### src/include/ssr_pkg.sv
// constants and types for the strobed static ram host controller
// Summary of operation
// RULE1 - device drives data only while strobe low
// RULE2 - chip-select device holds read bit after strobe
// RULE3 - write needs strobe, selects, write enable low
// RULE4 - first rising control edge ends the write
// RULE5 - simple device floats output on hold or write
// RULE6 - select high or write floats the output
// RULE7 - address captured at strobe fall, host holds valid
// RULE8 - array holds 1024 one-bit words
// RULE9 - write enable and selects are active low
// RULE10 - simple device acts as selects tied to strobe
// RULE11 - host may share lines, selects separate phases
// RULE12 - ten-bit address register held between strobes
package ssr_pkg;

    // ----------------------------------------------------------------
    // array geometry
    // ----------------------------------------------------------------
    localparam int ADDR_W = 10;
    localparam int WORDS = 1024;
    localparam logic [ADDR_W-1:0] ADDR_RST = 10'h000;

    // ----------------------------------------------------------------
    // clock and pin timing in nanoseconds
    // ----------------------------------------------------------------
    localparam int CLK_PERIOD_NS = 100;
    localparam int T_ACCESS_NS = 600;
    localparam int T_ENABLE_NS = 375;
    localparam int T_DISABLE_NS = 375;
    localparam int T_STR_HIGH_NS = 395;
    localparam int T_STR_LOW_NS = 600;
    localparam int T_WRITE_NS = 395;
    localparam int T_ADDR_SETUP_NS = 20;
    localparam int T_ADDR_HOLD_NS = 170;
    localparam int T_DATA_SETUP_NS = 395;

    // least times round up, never below one cycle
    function automatic int ceil_cyc(input int t_ns);
        int c;
        c = (t_ns + CLK_PERIOD_NS - 1) / CLK_PERIOD_NS;
        return (c < 1) ? 1 : c;
    endfunction

    function automatic int max2(input int a, input int b);
        return (a > b) ? a : b;
    endfunction

    // ----------------------------------------------------------------
    // derived cycle counts
    // ----------------------------------------------------------------
    localparam int SYNC_LAT = 3;
    localparam int SETUP_CYC = ceil_cyc(T_ADDR_SETUP_NS);
    localparam int HOLD_CYC = ceil_cyc(T_ADDR_HOLD_NS);
    localparam int WR_CYC = max2(max2(ceil_cyc(T_WRITE_NS),
        ceil_cyc(T_DATA_SETUP_NS)), ceil_cyc(T_STR_LOW_NS) - HOLD_CYC);
    // the agreement filter needs one more sample than its three stages
    localparam int RD_CYC = max2(ceil_cyc(T_ACCESS_NS) - HOLD_CYC,
        ceil_cyc(T_ENABLE_NS)) + SYNC_LAT + 1;
    localparam int REC_CYC = max2(ceil_cyc(T_STR_HIGH_NS),
        ceil_cyc(T_DISABLE_NS));

    localparam int CNT_W = 4;
    localparam logic [CNT_W-1:0] CNT_RST = 4'h0;
    localparam logic [CNT_W-1:0] SETUP_LD = CNT_W'(SETUP_CYC - 1);
    localparam logic [CNT_W-1:0] HOLD_LD = CNT_W'(HOLD_CYC - 1);
    localparam logic [CNT_W-1:0] WR_LD = CNT_W'(WR_CYC - 1);
    localparam logic [CNT_W-1:0] RD_LD = CNT_W'(RD_CYC - 1);
    localparam logic [CNT_W-1:0] REC_LD = CNT_W'(REC_CYC - 1);

    // ----------------------------------------------------------------
    // sequencer states
    // ----------------------------------------------------------------
    typedef enum logic [2:0] {
        SSR_IDLE = 3'h0,
        SSR_SETUP = 3'h1,
        SSR_LATCH = 3'h2,
        SSR_WRITE = 3'h3,
        SSR_WR_END = 3'h4,
        SSR_READ = 3'h5,
        SSR_RECOVER = 3'h6
    } ssr_state_t;

endpackage

### src/core/ssr_host.sv
// host sequencer driving a strobed 1k x 1 static ram with chip selects
`timescale 1ns/1ps
module ssr_host (
    input wire logic ref_clk,
    input wire logic rst,
    input wire logic req_valid,
    input wire logic req_write,
    input wire logic [ssr_pkg::ADDR_W-1:0] req_addr,
    input wire logic req_wdata,
    output logic req_ready,
    output logic rsp_valid,
    output logic rsp_rdata,
    output logic latch_pulse_n,
    output logic chip_sel_a_n,
    output logic chip_sel_b_n,
    output logic write_en_n,
    output logic [ssr_pkg::ADDR_W-1:0] mem_addr,
    output logic mem_din,
    input wire logic mem_dout
);
    ssr_pkg::ssr_state_t state;
    ssr_pkg::ssr_state_t next_state;
    logic [ssr_pkg::CNT_W-1:0] cnt;
    logic [ssr_pkg::CNT_W-1:0] next_cnt;
    logic is_write;
    logic next_is_write;
    logic next_req_ready;
    logic next_rsp_valid;
    logic next_rsp_rdata;
    logic next_latch_pulse_n;
    logic next_sel_n;
    logic next_write_en_n;
    logic [ssr_pkg::ADDR_W-1:0] next_mem_addr;
    logic next_mem_din;
    logic dout_sync;

    // ----------------------------------------------------------------
    // read data input
    // ----------------------------------------------------------------
    // device output is asynchronous to ref_clk
    ssr_pin_sync u_dout_sync (
        .ref_clk(ref_clk),
        .rst(rst),
        .pin(mem_dout),
        .q(dout_sync)
    );

    // ----------------------------------------------------------------
    // sequencer
    // ----------------------------------------------------------------
    // next state, counter and registered pin levels
    always_comb begin
        next_state = state;
        next_cnt = cnt;
        next_is_write = is_write;
        next_rsp_valid = 1'h0;
        next_rsp_rdata = rsp_rdata;
        next_mem_addr = mem_addr;
        next_mem_din = mem_din;
        unique case (state)
            ssr_pkg::SSR_IDLE: begin
                if (req_valid) begin
                    // address and data settle before strobe falls
                    next_mem_addr = req_addr; // see RULE12
                    next_mem_din = req_wdata;
                    next_is_write = req_write;
                    next_cnt = ssr_pkg::SETUP_LD;
                    next_state = ssr_pkg::SSR_SETUP; // see RULE7
                end
            end
            ssr_pkg::SSR_SETUP: begin
                if (cnt == ssr_pkg::CNT_RST) begin
                    next_cnt = ssr_pkg::HOLD_LD;
                    next_state = ssr_pkg::SSR_LATCH;
                end else begin
                    next_cnt = cnt - 4'h1;
                end
            end
            ssr_pkg::SSR_LATCH: begin
                // selects stay high until address hold has passed
                if (cnt != ssr_pkg::CNT_RST) begin
                    next_cnt = cnt - 4'h1;
                end else if (is_write) begin
                    next_cnt = ssr_pkg::WR_LD;
                    next_state = ssr_pkg::SSR_WRITE; // see RULE11
                end else begin
                    next_cnt = ssr_pkg::RD_LD;
                    next_state = ssr_pkg::SSR_READ; // see RULE11
                end
            end
            ssr_pkg::SSR_WRITE: begin
                if (cnt == ssr_pkg::CNT_RST) begin
                    next_state = ssr_pkg::SSR_WR_END;
                end else begin
                    next_cnt = cnt - 4'h1;
                end
            end
            ssr_pkg::SSR_WR_END: begin
                // write enable rose first; now release the rest
                next_cnt = ssr_pkg::REC_LD;
                next_state = ssr_pkg::SSR_RECOVER;
            end
            ssr_pkg::SSR_READ: begin
                if (cnt == ssr_pkg::CNT_RST) begin
                    next_rsp_rdata = dout_sync;
                    next_cnt = ssr_pkg::REC_LD;
                    next_state = ssr_pkg::SSR_RECOVER;
                end else begin
                    next_cnt = cnt - 4'h1;
                end
            end
            ssr_pkg::SSR_RECOVER: begin
                if (cnt == ssr_pkg::CNT_RST) begin
                    next_rsp_valid = 1'h1;
                    next_state = ssr_pkg::SSR_IDLE;
                end else begin
                    next_cnt = cnt - 4'h1;
                end
            end
            default: begin
                next_cnt = ssr_pkg::CNT_RST;
                next_state = ssr_pkg::SSR_IDLE;
            end
        endcase
    end

    // pin levels follow the next state so outputs come from flops
    always_comb begin
        next_req_ready = (next_state == ssr_pkg::SSR_IDLE);
        // strobe low from latch through end of access
        next_latch_pulse_n = !(next_state == ssr_pkg::SSR_LATCH ||
            next_state == ssr_pkg::SSR_WRITE ||
            next_state == ssr_pkg::SSR_WR_END ||
            next_state == ssr_pkg::SSR_READ); // see RULE7
        // active low selects, high in every idle phase
        next_sel_n = !(next_state == ssr_pkg::SSR_WRITE ||
            next_state == ssr_pkg::SSR_WR_END ||
            next_state == ssr_pkg::SSR_READ); // see RULE9
        // write only while strobe and both selects are low
        next_write_en_n = !(next_state == ssr_pkg::SSR_WRITE); // see RULE3
    end

    // register state and pins
    always_ff @(posedge ref_clk or posedge rst) begin
        if (rst) begin
            state <= ssr_pkg::SSR_IDLE;
            cnt <= ssr_pkg::CNT_RST;
            is_write <= 1'h0;
            req_ready <= 1'h1;
            rsp_valid <= 1'h0;
            rsp_rdata <= 1'h0;
            latch_pulse_n <= 1'h1;
            chip_sel_a_n <= 1'h1;
            chip_sel_b_n <= 1'h1;
            write_en_n <= 1'h1;
            mem_addr <= ssr_pkg::ADDR_RST;
            mem_din <= 1'h0;
        end else begin
            state <= next_state;
            cnt <= next_cnt;
            is_write <= next_is_write;
            req_ready <= next_req_ready;
            rsp_valid <= next_rsp_valid;
            rsp_rdata <= next_rsp_rdata;
            latch_pulse_n <= next_latch_pulse_n;
            chip_sel_a_n <= next_sel_n;
            chip_sel_b_n <= next_sel_n;
            write_en_n <= next_write_en_n;
            mem_addr <= next_mem_addr;
            mem_din <= next_mem_din;
        end
    end
endmodule

### src/core/ssr_pin_sync.sv
// three-stage synchroniser for a pin input with agreement filter
`timescale 1ns/1ps
module ssr_pin_sync (
    input wire logic ref_clk,
    input wire logic rst,
    input wire logic pin,
    output logic q
);
    logic stage1;
    logic stage2;
    logic stage3;
    logic next_q;

    // ----------------------------------------------------------------
    // filter
    // ----------------------------------------------------------------
    // a change counts only once the second and third stages agree
    always_comb begin
        next_q = q;
        if (stage2 == stage3) begin
            next_q = stage3;
        end
    end

    // stage1 is read by stage2 only
    always_ff @(posedge ref_clk or posedge rst) begin
        if (rst) begin
            stage1 <= 1'h0;
            stage2 <= 1'h0;
            stage3 <= 1'h0;
            q <= 1'h0;
        end else begin
            stage1 <= pin;
            stage2 <= stage1;
            stage3 <= stage2;
            q <= next_q;
        end
    end
endmodule

### config.mk
export PLATFORM = sky130hd
export DESIGN_NAME = ssr_host
export DESIGN_NICKNAME = d
export VERILOG_FILES = /design/src/include/ssr_pkg.sv /design/src/core/ssr_host.sv /design/src/core/ssr_pin_sync.sv
export SDC_FILE = /design/constraint.sdc
export NUM_CORES = 1
export LEC_CHECK = 0
export ABC_CLOCK_PERIOD_IN_PS = 3800
export BUFFER_PORTS_ARGS = -buffer_cell sky130_fd_sc_hd__buf_2
export CORE_MARGIN = 2
export CORE_UTILIZATION = 53
export DETAILED_ROUTE_END_ITERATION = 10
export PLACE_DENSITY = 0.88
export SYNTH_ARGS = -nofsm -noshare
export SYNTH_HDL_FRONTEND = slang
export SYNTH_SLANG_ARGS = --single-unit
### constraint.sdc
create_clock -name ref_clk -period 3.8 [get_ports ref_clk]
set_input_delay 0.38 -clock ref_clk [delete_from_list [all_inputs] [get_ports ref_clk]]
set_output_delay 0.38 -clock ref_clk [all_outputs]
set_load 0.02 [all_outputs]
* Yosys cells after proc, flatten, opt, wreduce, memory -nomap -nowiden
Cells that the tools add are included.
** Operators by class
- Add/subtract/negate cells :: 1
- Multipliers :: 0
- Div/mod/pow operators :: 0
- $lt $le $gt $ge :: 0
- Equality and inequality tests :: 13
- Shift operators :: 0
- Muxes and demuxes :: 17
- Bitwise gates (word level) :: 0
- Reduce and logical (&&, ||, !) cells :: 16
** Operator list (count)
- two-way mux 3 bit :: 8
- case mux 4 bit (6 select lines) :: 1
- case mux 3 bit (7 select lines) :: 1
- two-way mux 4 bit :: 5
- == test 3 bit (second input constant) :: 5
- == test 3 x 2 -> 1 bit (second input constant) :: 4
- zero test 3 bit :: 2
- AND reduction 2 bit :: 3
- logical OR 1 bit :: 5
- zero test 4 bit :: 1
- inequality test 2 bit (second input constant) :: 2
- nonzero test 4 bit :: 1
- subtractor 4 x 1 -> 4 bit (second input constant) :: 1
- == test 3 x 1 -> 1 bit (second input constant) :: 1
- zero test 1 bit :: 3
- two-way mux 1 bit :: 2
- OR reduction 2 bit :: 1
- == test 1 bit :: 1
** Word-level totals
- Flip-flop bits (word level) :: 29
- Latch bits :: 0
- Memory bits (writable) :: 0
- Bits in read-only memories :: 0
- Input bits :: 16
- Output and inout port bits :: 18
- Word-level logic and storage cells :: 62
- Memories :: 0

* Depth between registers and ports, before layout
Gate-level depths: netlist (run 1).
- Depth after elaboration :: 8
- Depth in mapped cells :: 7
- Gate-level depth less buffers :: 6

* Modules after synthesis
From an unflattened synthesis (run 1), not the netlist that was laid out.
** Unflattened totals
- Cell total of the unflattened synthesis :: 112
- Area, all modules :: 1351.3 um^2
** Modules (own cells, without submodules)
- ssr_host :: instances 1, cells each 106, area an instance 1236.2 um^2, seq. area each 630.6 um^2
- ssr_pin_sync :: instances 1, cells each 6, area an instance 115.1 um^2, seq. area each 100.1 um^2

* Worst setup path after synthesis (run 1)
OpenSTA, ideal clock, no wires.
- Path type :: reg-to-reg
- Start point :: register cnt[0] in the netlist's numbering
- End point :: register cnt[3] in the netlist's numbering
- Library setup time :: 0.121 ns
- Arrival time :: 1.521 ns
- Data required time :: 3.679 ns
- Path slack :: 2.158 ns
- Cell stages (with the launch flop) :: 7
- Buffers on the path :: 0
- Clock period less this slack :: 1.642 ns
- Cell sequence :: dfrtp_1 inv_1 ha_1 nor3b_1 a2111o_1 o211ai_1 a22o_1
** Between the ends
- Cells in the longest elaborated chain, start to end :: 3
- Elaborated cells on any way between the ends :: 10
- Those cells by class :: add/sub (1); eq/ne (1); mux (5); reduce/logical (3)
** Ends and longest elaborated chain
- start: declaration :: line ssr_host.sv:23 : logic [ssr_pkg::CNT_W-1:0] cnt;
- start signal: assignment :: line ssr_host.sv:147 : cnt <= ssr_pkg::CNT_RST;
- start signal: assignment :: line ssr_host.sv:160 : cnt <= next_cnt;
- subtractor 4 x 1 -> 4 bit (tied with other cells)
- two-way mux 4 bit (tied with other cells) :: line ssr_host.sv:92, ssr_host.sv:113
- case mux 4 bit (6 select lines) / AND reduction 2 bit (equally long branches)
Several ways; a longest one is shown, not always the timed one. The select of a mux whose other input is x is not followed.
A chain may end at the register's enable or synchronous reset.

* Worst setup path after layout (run 1)
- Start point :: register state[0]
- End point :: register mem_addr[4] in the netlist's numbering
** Between the ends
- Cells in the longest elaborated chain, start to end :: 2
** Ends and longest elaborated chain
- start: declaration :: line ssr_host.sv:21 : ssr_pkg::ssr_state_t state;
- start signal: assignment :: line ssr_host.sv:146 : state <= ssr_pkg::SSR_IDLE;
- start signal: assignment :: line ssr_host.sv:159 : state <= next_state;
- zero test 3 bit :: line ssr_host.sv:60 : unique case (state)
- AND reduction 2 bit (no source line)
- end signal: assignment :: line ssr_host.sv:156 : mem_addr <= ssr_pkg::ADDR_RST;
- end signal: assignment :: line ssr_host.sv:169 : mem_addr <= next_mem_addr;
- end: declaration :: line ssr_host.sv:17 : output logic [ssr_pkg::ADDR_W-1:0] mem_addr,
No other way between the ends.

==> impl_metrics.sql, run 1 <==
INSERT INTO impl_metrics (metric_group, metric, value, unit) VALUES
('finish', 'share_of_layout_cells_above_drive_strength_1', '38.9', '%'),
('global_route', 'grt_use_met3', '7.65', '%'),
('global_route', 'grt_first_pass_wirelength', '4.76', 'mm'),
('finish', 'design.final.nets', '166', ''),
('sta', 'slack_of_the_critical_path', '1780', 'ps'),
('die', 'fp.dieArea', '0.00301', 'sq mm'),
('synthesis', 'syn_nets', '132', ''),
('sta', 'setup_total_negative_slack', '0', 'ps'),
('synthesis', 'yosys_most_used_dff', 'sky130_fd_sc_hd__dfrtp_1', ''),
('setup_path', 'path_max_fanout', '17', ''),
('synthesis', 'edff_count_synth', '0', ''),
('finish', 'largest_register', 'mem_addr', ''),
('setup_path', 'worst_ep_arrival_time', '2220', 'ps'),
('synthesis', 'syn_avg_cell_area', '12.0', 'sq um'),
('detailed_routing', 'antenna_left', '0', ''),
('place', 'detailedPlacementHpwl', '2.04', 'mm'),
('sta', 'setup_repair_after_global_routing_missed_its_margin', 'no', ''),
('global_route', 'globalRoute.busiestLayer', 'met2', ''),
('cts', 'clock_insertion_delay_worst_skew', '320', 'ps'),
('finish', 'largest_register_ffs', '10', ''),
('setup_path', 'crit_chain', 'nor2_1, and2_1, mux2_2', ''),
('cts', 'htreeDepth', '2', ''),
('cts', 'post_cts_buffers', '0', ''),
('global_route', 'grt_antenna_before_repair', '0', ''),
('sta', 'timing.clock.skew', '4.68', 'ps'),
('sta', 'hold_violations', '0', ''),
('synthesis', 'share_of_the_yosys_chip_area_belonging_to_registers', '53.3', '%'),
('place', 'pre_cts_ws', '1830', 'ps'),
('setup_path', 'path_buf_inv', '0', ''),
('cts', 'worst_setup_hold_path_clk_slew', '90', 'ps'),
('synthesis', 'post_synth_num_cell_types', '41', ''),
('setup_path', 'timing.critical_path.required', '4010', 'ps'),
('sta', 'timing.max_slew.rel_slack', '31.4', '%'),
('sta', 'tightest_slew', '1030', 'ps'),
('die', 'die_height', '54.8', 'microns'),
('sta', 'finalSetupViolCount', '0', ''),
('run_status', 'outcome', 'complete, no violations', ''),
('die', 'i_o_pin_count', '34', ''),
('cts', 'cts-root-buf', 'sky130_fd_sc_hd__clkbuf_4', ''),
('detailed_routing', 'detailedRoute.firstIterationViolations', '15', ''),
('setup_path', 'critPathLaunchType', 'flip-flop', ''),
('finish', 'regs_by_ff_count', 'mem_addr (10), cnt (4), state (3)', ''),
('setup_path', 'critical_path.top_delay_family', 'simple AND/OR/NAND/NOR gates', ''),
('cts', 'cts-buffers-inserted', '5', ''),
('finish', 'fin_area', '0.00161', 'sq mm'),
('sta', 'post-route-period-util', '53.0', '%'),
('finish', 'nFillCells', '174', ''),
('setup_path', 'crit_path_end_kind', 'flip-flop', ''),
('detailed_routing', 'vias_per_cell', '5.66', ''),
('detailed_routing', 'routed_wirelength', '2.91', 'mm'),
('die', 'number_of_rows_created_at_floorplan', '18', ''),
('die', 'core_region_area', '0.00245', 'sq mm'),
('sta', 'post-route-min-period', '2020', 'ps'),
('global_route', 'global_route.usage.met1', '25.5', '%'),
('place', 'place.gp.congestion', '0.972', ''),
('synthesis', 'syn_inst', '114', ''),
('synthesis', 'synth_area', '0.00137', 'sq mm'),
('synthesis', 'ys.warnings.count', '0', ''),
('cts', 'cts-hold-fix-buffers', '0', ''),
('finish', 'area_delta_synth_final', '17.8', '%'),
('die', 'initial_utilization', '55.8', '%'),
('setup_path', 'crit_type', 'flip-flop to flip-flop', ''),
('detailed_routing', 'detailed_routing_iterations_pass_1', '4', ''),
('setup_path', 'critical_path.max_stage_delay', '590', 'ps'),
('global_route', 'grt_pass1_vias', '1044', ''),
('die', 'die_width', '54.8', 'microns'),
('detailed_routing', 'detailed_route_drc_error_count', '0', ''),
('place', 'portBuffers', '33', ''),
('power', 'max-vdd-ir-drop', '0.632', 'mV'),
('synthesis', 'postSynthRegisterBits', '29', ''),
('cts', 'clkSinkCount', '29', '');
-- cell families (layout without fill, tap and decap cells) --
family	count (synthesis)	count (layout)	synth area share (%)
AOI/OAI and AO/OA	26	26	13.9
xor gates and xnor gates	1	1	0.639
adders and majority gates	3	3	2.56
buffers and inverters	12	47	4.84
DFF	29	29	53.3
muxes	14	14	12.2
and+or+nand+nor	29	29	12.5
-- area by class of cell --
| type | instances | area, sq um | area share, % |
|---|---|---|---|
| sequential | 29 | 731 | 45.3 |
| clock inverter | 1 | 30.0 | 1.86 |
| inverter | 6 | 22.5 | 1.40 |
| timing repair buffer | 33 | 165 | 10.2 |
| multi-input combinational | 73 | 573 | 35.5 |
| tap | 30 | 37.5 | 2.33 |
| clock buffer | 7 | 55.1 | 3.41 |
-- report_power, final --
group	total, uW	internal [uW]	switching [uW]
logic	704	299	404
clock network	259	157	103
registers	575	449	125
total	1540	906	632
-- path summary, 6_finish.rpt --
kind / depth (start not counted) / startpoint / endpoint / slack (ps)
min in group asynchronous: 2 / rst / state[2] / 290
hold / removal: 1 / mem_dout / u_dout_sync.stage1 / 170
setup / recovery: 3 / state[0] / mem_addr[4] / 1780
setup reg to reg: 3 / state[0] / mem_addr[4] / 1780
hold reg to reg: 0 / u_dout_sync.stage1 / u_dout_sync.stage2 / 380
max in group asynchronous: 2 / rst / mem_addr[4] / 2890
-- metrics by stage --
step	total power, uW	hold slack, ps	instances	utilization (%)
after floorplan	1100	331	114	-
after global routing	1640	159	179	65.7
after CTS	1540	157	179	65.7
after global placement	1230	339	171	62.3
after detailed placement	1270	369	171	62.3
final	1540	169	179	65.7
-- cells in the mapped netlist, types with 2 or more instances --
| cell type | n | area (sq um) |
|---|---|---|
| sky130_fd_sc_hd__nand2_1 | 6 | 22.5 |
| sky130_fd_sc_hd__inv_1 | 6 | 22.5 |
| sky130_fd_sc_hd__o21ai_0 | 8 | 40.0 |
| sky130_fd_sc_hd__buf_4 | 3 | 22.5 |
| sky130_fd_sc_hd__nor3b_1 | 2 | 15.0 |
| sky130_fd_sc_hd__nor3_1 | 2 | 10.0 |
| sky130_fd_sc_hd__and2_1 | 4 | 25.0 |
| sky130_fd_sc_hd__buf_2 | 2 | 10.0 |
| sky130_fd_sc_hd__mux2_1 | 2 | 22.5 |
| sky130_fd_sc_hd__a21oi_1 | 2 | 10.0 |
| sky130_fd_sc_hd__nand3_1 | 2 | 10.0 |
| sky130_fd_sc_hd__mux2_2 | 10 | 113 |
| sky130_fd_sc_hd__nor2_1 | 4 | 15.0 |
| sky130_fd_sc_hd__o211ai_1 | 2 | 15.0 |
| sky130_fd_sc_hd__nor2b_1 | 4 | 25.0 |
| sky130_fd_sc_hd__ha_1 | 2 | 25.0 |
| sky130_fd_sc_hd__dfstp_2 | 4 | 105 |
| sky130_fd_sc_hd__o21ai_1 | 2 | 10.0 |
| sky130_fd_sc_hd__dfrtp_1 | 25 | 626 |
-- cell usage in the layout (no fill, tap or decap), types with 2 or more instances in the layout --
cell / Yosys / layout
sky130_fd_sc_hd__dfrtp_1: 25 / 25
sky130_fd_sc_hd__o21ai_0: 8 / 8
sky130_fd_sc_hd__nand3_1: 2 / 2
sky130_fd_sc_hd__mux2_1: 2 / 2
sky130_fd_sc_hd__o211ai_1: 2 / 2
sky130_fd_sc_hd__and2_1: 4 / 4
sky130_fd_sc_hd__nor3_1: 2 / 2
sky130_fd_sc_hd__dfstp_2: 4 / 4
sky130_fd_sc_hd__a21oi_1: 2 / 2
sky130_fd_sc_hd__ha_1: 2 / 2
sky130_fd_sc_hd__buf_2: 2 / 33
sky130_fd_sc_hd__inv_1: 6 / 6
sky130_fd_sc_hd__o21ai_1: 2 / 2
sky130_fd_sc_hd__nor3b_1: 2 / 2
sky130_fd_sc_hd__nand2_1: 6 / 6
sky130_fd_sc_hd__clkbuf_4: 0 / 5
sky130_fd_sc_hd__nor2_1: 4 / 4
sky130_fd_sc_hd__nor2b_1: 4 / 4
sky130_fd_sc_hd__mux2_2: 10 / 10
-- layer usage --
metal	wire [microns]	share of wire, %
met5	0	0
met1	1100	38
met4	70	2.4
met3	150	5.2
met2	1590	55
(Power assumes the default switching activity.)
==> run 2, diff against run 1 <==
- ABC_AREA: default -> 1
- ABC_CLOCK_PERIOD_IN_PS: 3800 -> 1800
- CORE_UTILIZATION: 53 -> 48
- PLACE_DENSITY: 0.88 -> 0.84
- clock period: 3.8 -> 1.8 ns (I/O delays scaled with it)
==> impl_metrics.sql, run 2 <==
INSERT INTO impl_metrics (metric_group, metric, value, unit) VALUES
('synthesis', 'yosys_most_used_dff', 'sky130_fd_sc_hd__dfrtp_1', ''),
('setup_path', 'timing.critical_path.required', '2060', 'ps'),
('detailed_routing', 'topRoutingLayerUsed', 'met4', ''),
('synthesis', 'edff_count_synth', '0', ''),
('finish', 'nFillCells', '272', ''),
('cts', 'cts.path.max_buffers', '2', ''),
('place', 'detailedPlacementHpwl', '2.09', 'mm'),
('die', 'die_height', '59.7', 'microns'),
('detailed_routing', 'detailroute.wirelength.met2', '1.34', 'mm'),
('finish', 'final_core_util', '58.3', '%'),
('finish', 'regs_by_ff_count', 'mem_addr (10), cnt (4), state (3)', ''),
('finish', 'mostFrequentLayoutCell', 'sky130_fd_sc_hd__nand2_1', ''),
('detailed_routing', 'detailed_routing_iterations_pass_1', '4', ''),
('finish', 'design.final.nets', '210', ''),
('finish', 'fin_area', '0.00175', 'sq mm'),
('setup_path', 'crit_chain', 'inv_1, ha_1, inv_1, nor2_1, nand3_1, nand2_2, nand2_1, nand2_1, inv_2', ''),
('synthesis', 'syn_avg_cell_area', '9.85', 'sq um'),
('power', 'power.share.switching', '46.7', '%'),
('sta', 'report.final.slew_viol_count', '0', ''),
('detailed_routing', 'antenna_left', '0', ''),
('global_route', 'grt_first_pass_wirelength', '4.67', 'mm'),
('setup_path', 'path_buf_inv', '3', ''),
('place', 'postPlaceCellArea', '0.00168', 'sq mm'),
('setup_path', 'worstReg2RegStart', 'cnt[1]', ''),
('detailed_routing', 'routed_wirelength', '2.80', 'mm'),
('cts', 'cts_tree', 'yes', ''),
('finish', 'layout_common_cells', '37 x sky130_fd_sc_hd__nand2_1, 33 x sky130_fd_sc_hd__buf_2, 25 x sky130_fd_sc_hd__dfrtp_1', ''),
('setup_path', 'critical_path.max_stage_delay', '400', 'ps'),
('power', 'max-vdd-ir-drop', '1.15', 'mV'),
('synthesis', 'synth.most_common_cell', 'sky130_fd_sc_hd__nand2_1', ''),
('cts', 'clkSinkCount', '29', ''),
('finish', 'largest_register', 'mem_addr', ''),
('place', 'portBuffers', '33', ''),
('finish', 'seqCellArea', '731', 'sq um'),
('detailed_routing', 'wl_met3', '157', 'microns'),
('die', 'die_width', '59.7', 'microns'),
('sta', 'timing.clock.skew', '14.2', 'ps'),
('power', 'leakage_power', '0.000931', 'uW'),
('finish', 'largest_register_ffs', '10', ''),
('die', 'initial_utilization', '49.5', '%'),
('job', 'maxCapViolations', '0', ''),
('sta', 'hold_violations', '0', ''),
('cts', 'clock_insertion_delay_worst_skew', '330', 'ps'),
('sta', 'setup_total_negative_slack', '0', 'ps'),
('finish', 'area_delta_synth_final', '17.6', '%'),
('sta', 'post-route-min-period', '1600', 'ps'),
('global_route', 'grt_start_max_net_pins', '30', ''),
('setup_path', 'critPathLaunchType', 'flip-flop', ''),
('synthesis', 'synth.top_cell.area_share', '42.1', '%'),
('setup_path', 'worst_r2r_path_depth', '9', ''),
('sta', 'timing.max_slew.rel_slack', '76.8', '%'),
('detailed_routing', 'detailedRoute.firstIterationViolations', '23', ''),
('detailed_routing', 'routedLengthMet1', '1.26', 'mm'),
('synthesis', 'post_synth_most_frequent_cells', '37 x sky130_fd_sc_hd__nand2_1, 25 x sky130_fd_sc_hd__dfrtp_1, 13 x sky130_fd_sc_hd__nand3_1, 10 x sky130_fd_sc_hd__inv_1, 9 x sky130_fd_sc_hd__nor2_1', ''),
('power', 'share_of_power_burned_in_combinational_logic', '57.5', '%'),
('hold_path', 'hold_class', 'input pin to flip-flop', ''),
('power', 'powerDensity', '2030', 'mW/mm^2'),
('synthesis', 'post_synth_num_cell_types', '27', ''),
('setup_path', 'worst_setup_path_startpoint', 'cnt[1]', ''),
('setup_path', 'reg2reg_setup_slack', '200', 'ps'),
('power', 'part_of_the_total_power_dissipated_in_sequential_elements', '32.2', '%'),
('finish', 'stdcell_count', '226', ''),
('setup_path', 'crit_type', 'flip-flop to flip-flop', ''),
('sta', 'fin_hold_ws', '74.6', 'ps'),
('cts', 'htreeDepth', '2', ''),
('synthesis', 'syn_nets', '169', ''),
('global_route', 'grt_antenna_before_repair', '0', ''),
('sta', 'fmaxAchievable', '627', 'MHz'),
('place', 'place.gp.congestion', '0.897', ''),
('power', 'p_sw', '1660', 'uW'),
('synthesis', 'share_of_the_yosys_chip_area_belonging_to_registers', '49.1', '%'),
('finish', 'antenna_cells', '0', ''),
('cts', 'ctsResizeCount', '0', ''),
('synthesis', 'yosys-top-cells-area', 'sky130_fd_sc_hd__dfrtp_1 42%, sky130_fd_sc_hd__nand2_1 9.3%, sky130_fd_sc_hd__mux2_4 8.1%, sky130_fd_sc_hd__dfstp_2 7.1%, sky130_fd_sc_hd__nand3_1 4.4%', ''),
('synthesis', 'async_reset_ff_share', '100', '%'),
('setup_path', 'crit_path_top_delay_cell', 'sky130_fd_sc_hd__dfrtp_1', ''),
('finish', 'share_of_layout_cells_above_drive_strength_1', '41.5', '%'),
('die', 'fp.dieArea', '0.00356', 'sq mm'),
('detailed_routing', 'vias_per_cell', '5.11', ''),
('synthesis', 'post-synth-top-area-cell', 'sky130_fd_sc_hd__dfrtp_1', ''),
('global_route', 'overall_track_demand_over_capacity_in_global_routing', '18.0', '%'),
('synthesis', 'postSynthRegisterBits', '29', ''),
('sta', 'finalSetupViolCount', '0', ''),
('sta', 'setup_repair_after_global_routing_missed_its_margin', 'no', ''),
('synthesis', 'ys.warnings.count', '0', ''),
('hold_path', 'min_delay_path_depth', '2', ''),
('run_status', 'outcome', 'complete, no violations', ''),
('cts', 'cts-buffers-inserted', '5', ''),
('sta', 'post-route-period-util', '88.7', '%'),
('detailed_routing', 'routed-via-count', '1154', ''),
('die', 'core_region_area', '0.00300', 'sq mm'),
('detailed_routing', 'detailed_route_drc_error_count', '0', ''),
('die', 'number_of_rows_created_at_floorplan', '20', ''),
('setup_path', 'worst_ep_arrival_time', '1860', 'ps'),
('power', 'clock_power_share', '10.4', '%'),
('die', 'i_o_pin_count', '34', ''),
('setup_path', 'path_max_fanout', '5', ''),
('power', 'internal-power', '1890', 'uW'),
('sta', 'tightest_slew', '349', 'ps'),
('global_route', 'grt_pass1_vias', '1119', ''),
('synthesis', 'syn_inst', '151', ''),
('hold_path', 'holdPathEnd', 'mem_addr[0]', ''),
('setup_path', 'r2r_end', 'chip_sel_b_n', ''),
('hold_path', 'min-delay-start', 'req_addr[0]', ''),
('synthesis', 'synth_area', '0.00149', 'sq mm'),
('global_route', 'grt_remaining_overflow', '0', ''),
('place', 'placed_cells', '216', ''),
('detailed_routing', 'wl_per_cell', '12.4', 'microns'),
('cts', 'worst_setup_hold_path_clk_slew', '90', 'ps'),
('setup_path', 'critical_path.top_delay_family', 'simple AND/OR/NAND/NOR gates', ''),
('finish', 'multi_input_area', '667', 'sq um'),
('cts', 'cts-root-buf', 'sky130_fd_sc_hd__clkbuf_4', ''),
('setup_path', 'crit_path_end_kind', 'flip-flop', '');
[run 2: layout make-up]
| cell class | instances | area share (%) |
|---|---|---|
| Sequential cell | 29 | 41.8 |
| Tap cell | 33 | 2.36 |
| Inverter | 14 | 3.00 |
| Timing Repair Buffer | 38 | 11.9 |
| Multi-Input combinational cell | 104 | 38.1 |
| Clock inverter | 1 | 0.286 |
| Clock buffer | 7 | 2.58 |
[run 2: power groups by stage]
stage / Combinational (uW) / Clock [uW] / Sequential (uW)
floorplan: 1420 / 0 / 1340
global placement: 2000 / 0 / 1150
detailed placement: 2040 / 0 / 1150
CTS: 2050 / 388 / 1150
global route: 2260 / 409 / 1180
finish: 2040 / 368 / 1140
[run 2: worst max-delay path by stage]
| stage | end | slack [ps] | cells after the start |
|---|---|---|---|
| after global routing | chip_sel_b_n | 50 | 9 |
| after floorplan | rsp_rdata | 400 | 5 |
| after global placement | rsp_rdata | 310 | 5 |
| after detailed placement | chip_sel_b_n | 250 | 9 |
| final | chip_sel_b_n | 200 | 9 |
| after CTS | chip_sel_b_n | 210 | 9 |
[run 2: per-stage QoR]
step | total power (uW) | setup WS [ps]
after floorplan | 2760 | 396
after global placement | 3150 | 314
after detailed placement | 3200 | 252
after CTS | 3590 | 213
after global routing | 3850 | 48.4
final | 3550 | 204
[run 2: logic make-up after synthesis]
logic type	share of synthesized area, %
muxes	11.1
and+or+nand+nor	26.5
buffers and inverters	6.06
adders and majority gates	2.35
DFF	49.1
xor gates and xnor gates	0.589
AOI/OAI and AO/OA	4.29
[run 2: routing by layer]
metal | GRT usage [%] | vias up
met4 | 8.25 | 0
met2 | 28.7 | 36
met3 | 5.41 | 5
met5 | 0 | -
met1 | 22.3 | 540
li1 | - | 573
[run 2: what timing repair did]
| action | in CTS | in global routing |
|---|---|---|
| buffers inserted | 0 | 0 |
| hold buffers | 2 | 0 |
| hold endpoints to repair | 26 | 0 |
==> run 3, diff against run 2 <==
- ABC_AREA: 1 -> default
- CORE_UTILIZATION: 48 -> 47
==> impl_metrics.sql, run 3 (synthesis gave the netlist of run 1 again) <==
INSERT INTO impl_metrics (metric_group, metric, value, unit) VALUES
('cts', 'htreeDepth', '2', ''),
('setup_path', 'crit_chain', 'inv_1, ha_2, or3b_4, a22oi_4, o21ai_2, mux2i_1', ''),
('finish', 'largest_register', 'mem_addr', ''),
('detailed_routing', 'detailed_route_drc_error_count', '0', ''),
('sta', 'fin_hold_ws', '78.5', 'ps'),
('finish', 'antenna_cells', '0', ''),
('global_route', 'grt_start_max_net_pins', '30', ''),
('cts', 'clock_insertion_delay_worst_skew', '310', 'ps'),
('detailed_routing', 'antenna_left', '0', ''),
('sta', 'hold_violations', '0', ''),
('setup_path', 'worstSetupPathDepth', '6', ''),
('cts', 'clkSinkCount', '29', ''),
('cts', 'cts_tree', 'yes', ''),
('run_status', 'outcome', 'complete, no violations', ''),
('setup_path', 'crit_path_end_kind', 'flip-flop', ''),
('cts', 'cts-buffers-inserted', '5', ''),
('sta', 'timing.clock.skew', '14.0', 'ps'),
('die', 'initial_utilization', '49.7', '%'),
('setup_path', 'path_buf_inv', '1', ''),
('detailed_routing', 'routed_wirelength', '2.76', 'mm'),
('sta', 'timing.max_slew.rel_slack', '73.1', '%'),
('place', 'place.gp.congestion', '0.873', ''),
('setup_path', 'crit_path_top_delay_cell', 'sky130_fd_sc_hd__or3b_4', ''),
('finish', 'area_delta_synth_final', '23.7', '%'),
('finish', 'layout_common_cells', '33 x sky130_fd_sc_hd__buf_2, 25 x sky130_fd_sc_hd__dfrtp_1, 10 x sky130_fd_sc_hd__mux2_2', ''),
('die', 'die_height', '58.0', 'microns'),
('cts', 'cts.path.max_buffers', '2', ''),
('detailed_routing', 'detailedRoute.firstIterationViolations', '24', ''),
('setup_path', 'critical_path.max_stage_delay', '430', 'ps'),
('die', 'core_region_area', '0.00276', 'sq mm'),
('detailed_routing', 'vias_per_cell', '5.38', ''),
('finish', 'largest_register_ffs', '10', ''),
('global_route', 'grt_antenna_before_repair', '0', ''),
('power', 'powerDensity', '1890', 'mW/mm^2'),
('sta', 'report.final.slew_viol_count', '0', ''),
('cts', 'worst_setup_hold_path_clk_slew', '100', 'ps'),
('finish', 'mostFrequentLayoutCell', 'sky130_fd_sc_hd__buf_2', ''),
('power', 'leakage_power', '0.000785', 'uW'),
('place', 'detailedPlacementHpwl', '2.03', 'mm'),
('job', 'maxCapViolations', '0', ''),
('global_route', 'overall_track_demand_over_capacity_in_global_routing', '19.3', '%'),
('setup_path', 'critPathLaunchType', 'flip-flop', ''),
('hold_path', 'hold_class', 'input pin to flip-flop', ''),
('sta', 'setup_repair_after_global_routing_missed_its_margin', 'no', ''),
('sta', 'post-route-min-period', '1730', 'ps'),
('finish', 'regs_by_ff_count', 'mem_addr (10), cnt (4), state (3)', ''),
('sta', 'slack_of_the_critical_path', '67.8', 'ps'),
('finish', 'stdcell_count', '191', ''),
('setup_path', 'path_max_fanout', '6', ''),
('sta', 'finalSetupViolCount', '0', ''),
('die', 'number_of_rows_created_at_floorplan', '19', ''),
('detailed_routing', 'wl_per_cell', '14.5', 'microns'),
('finish', 'design.final.nets', '177', ''),
('sta', 'fmaxAchievable', '577', 'MHz'),
('setup_path', 'crit_type', 'flip-flop to flip-flop', ''),
('place', 'placed_cells', '180', ''),
('power', 'max-vdd-ir-drop', '1.43', 'mV'),
('die', 'fp.dieArea', '0.00336', 'sq mm'),
('finish', 'nFillCells', '229', ''),
('detailed_routing', 'routed-via-count', '1028', ''),
('setup_path', 'timing.critical_path.required', '2030', 'ps'),
('hold_path', 'min_delay_path_depth', '3', ''),
('setup_path', 'reg2reg_setup_slack', '70', 'ps'),
('cts', 'cts-root-buf', 'sky130_fd_sc_hd__clkbuf_4', ''),
('global_route', 'grt_pass1_vias', '1104', ''),
('finish', 'share_of_layout_cells_above_drive_strength_1', '45.0', '%'),
('sta', 'tightest_slew', '403', 'ps'),
('sta', 'setup_total_negative_slack', '0', 'ps'),
('global_route', 'grt_remaining_overflow', '0', ''),
('finish', 'final_core_util', '61.4', '%'),
('setup_path', 'worst_ep_arrival_time', '1970', 'ps'),
('setup_path', 'worst_r2r_path_depth', '6', ''),
('place', 'pre_cts_ws', '-4.99', 'ps'),
('place', 'portBuffers', '33', ''),
('setup_path', 'critical_path.top_delay_family', 'simple AND/OR/NAND/NOR gates', ''),
('detailed_routing', 'detailed_routing_iterations_pass_1', '4', ''),
('die', 'i_o_pin_count', '34', ''),
('die', 'die_width', '58.0', 'microns'),
('global_route', 'grt_first_pass_wirelength', '4.90', 'mm'),
('sta', 'post-route-period-util', '96.2', '%');
-- run 3: worst reg2reg max path: stages, from the launching register on --
cell,delay [ps]
sky130_fd_sc_hd__dfrtp_1,400
sky130_fd_sc_hd__inv_1,130
sky130_fd_sc_hd__ha_2,220
sky130_fd_sc_hd__or3b_4,430
sky130_fd_sc_hd__a22oi_4,170
sky130_fd_sc_hd__o21ai_2,130
sky130_fd_sc_hd__mux2i_1,170
-- run 3: final timing paths --
path,from,end
min,req_write,is_write
max,cnt[0],chip_sel_b_n
max reg2reg,cnt[0],chip_sel_b_n
min reg2reg,u_dout_sync.stage1,u_dout_sync.stage2
min in group asynchronous,rst,state[1]
max in group asynchronous,rst,latch_pulse_n
-- run 3: final cells by class --
cell class / count / area (sq um) / share of cell area (%)
clock inverter: 2 / 10.0 / 0.591
clock buffer: 6 / 41.3 / 2.44
multi-input combinational: 73 / 598 / 35.3
inverter: 6 / 22.5 / 1.33
tap: 31 / 38.8 / 2.29
sequential: 29 / 731 / 43.1
timing repair buffer: 44 / 253 / 14.9
-- run 3: power breakdown --
| part | total (uW) | switching [uW] | leakage, uW | internal [uW] |
|---|---|---|---|---|
| Sequential | 1150 | 204 | 0.000345 | 948 |
| Combinational | 1690 | 926 | 0.000408 | 764 |
| Clock | 362 | 213 | 0.0000320 | 149 |
-- run 3: routing by layer --
metal	routed length [microns]	global-route usage [%]	part of all wire, %
met5	0	0	0
met4	34	6.31	1.2
met3	153	5.80	5.5
met2	1460	33.3	53
met1	1120	23.2	41
-- run 3: repair_timing --
item | CTS | global route
hold endpoints to repair | 26 | 0
pin swaps | 0 | 2
gates resized for setup | 2 | 5
hold buffers | 2 | 0
setup endpoints to repair | 3 | 7
setup buffers | 0 | 1
-- run 3: per-stage QoR --
step                total power [uW]  cell area [sq um]
CTS                             3170               1670
global route                    3450               1690
finish                          3200               1690
detailed placement              2780               1590
floorplan                       2330               1370
global placement                2710               1590
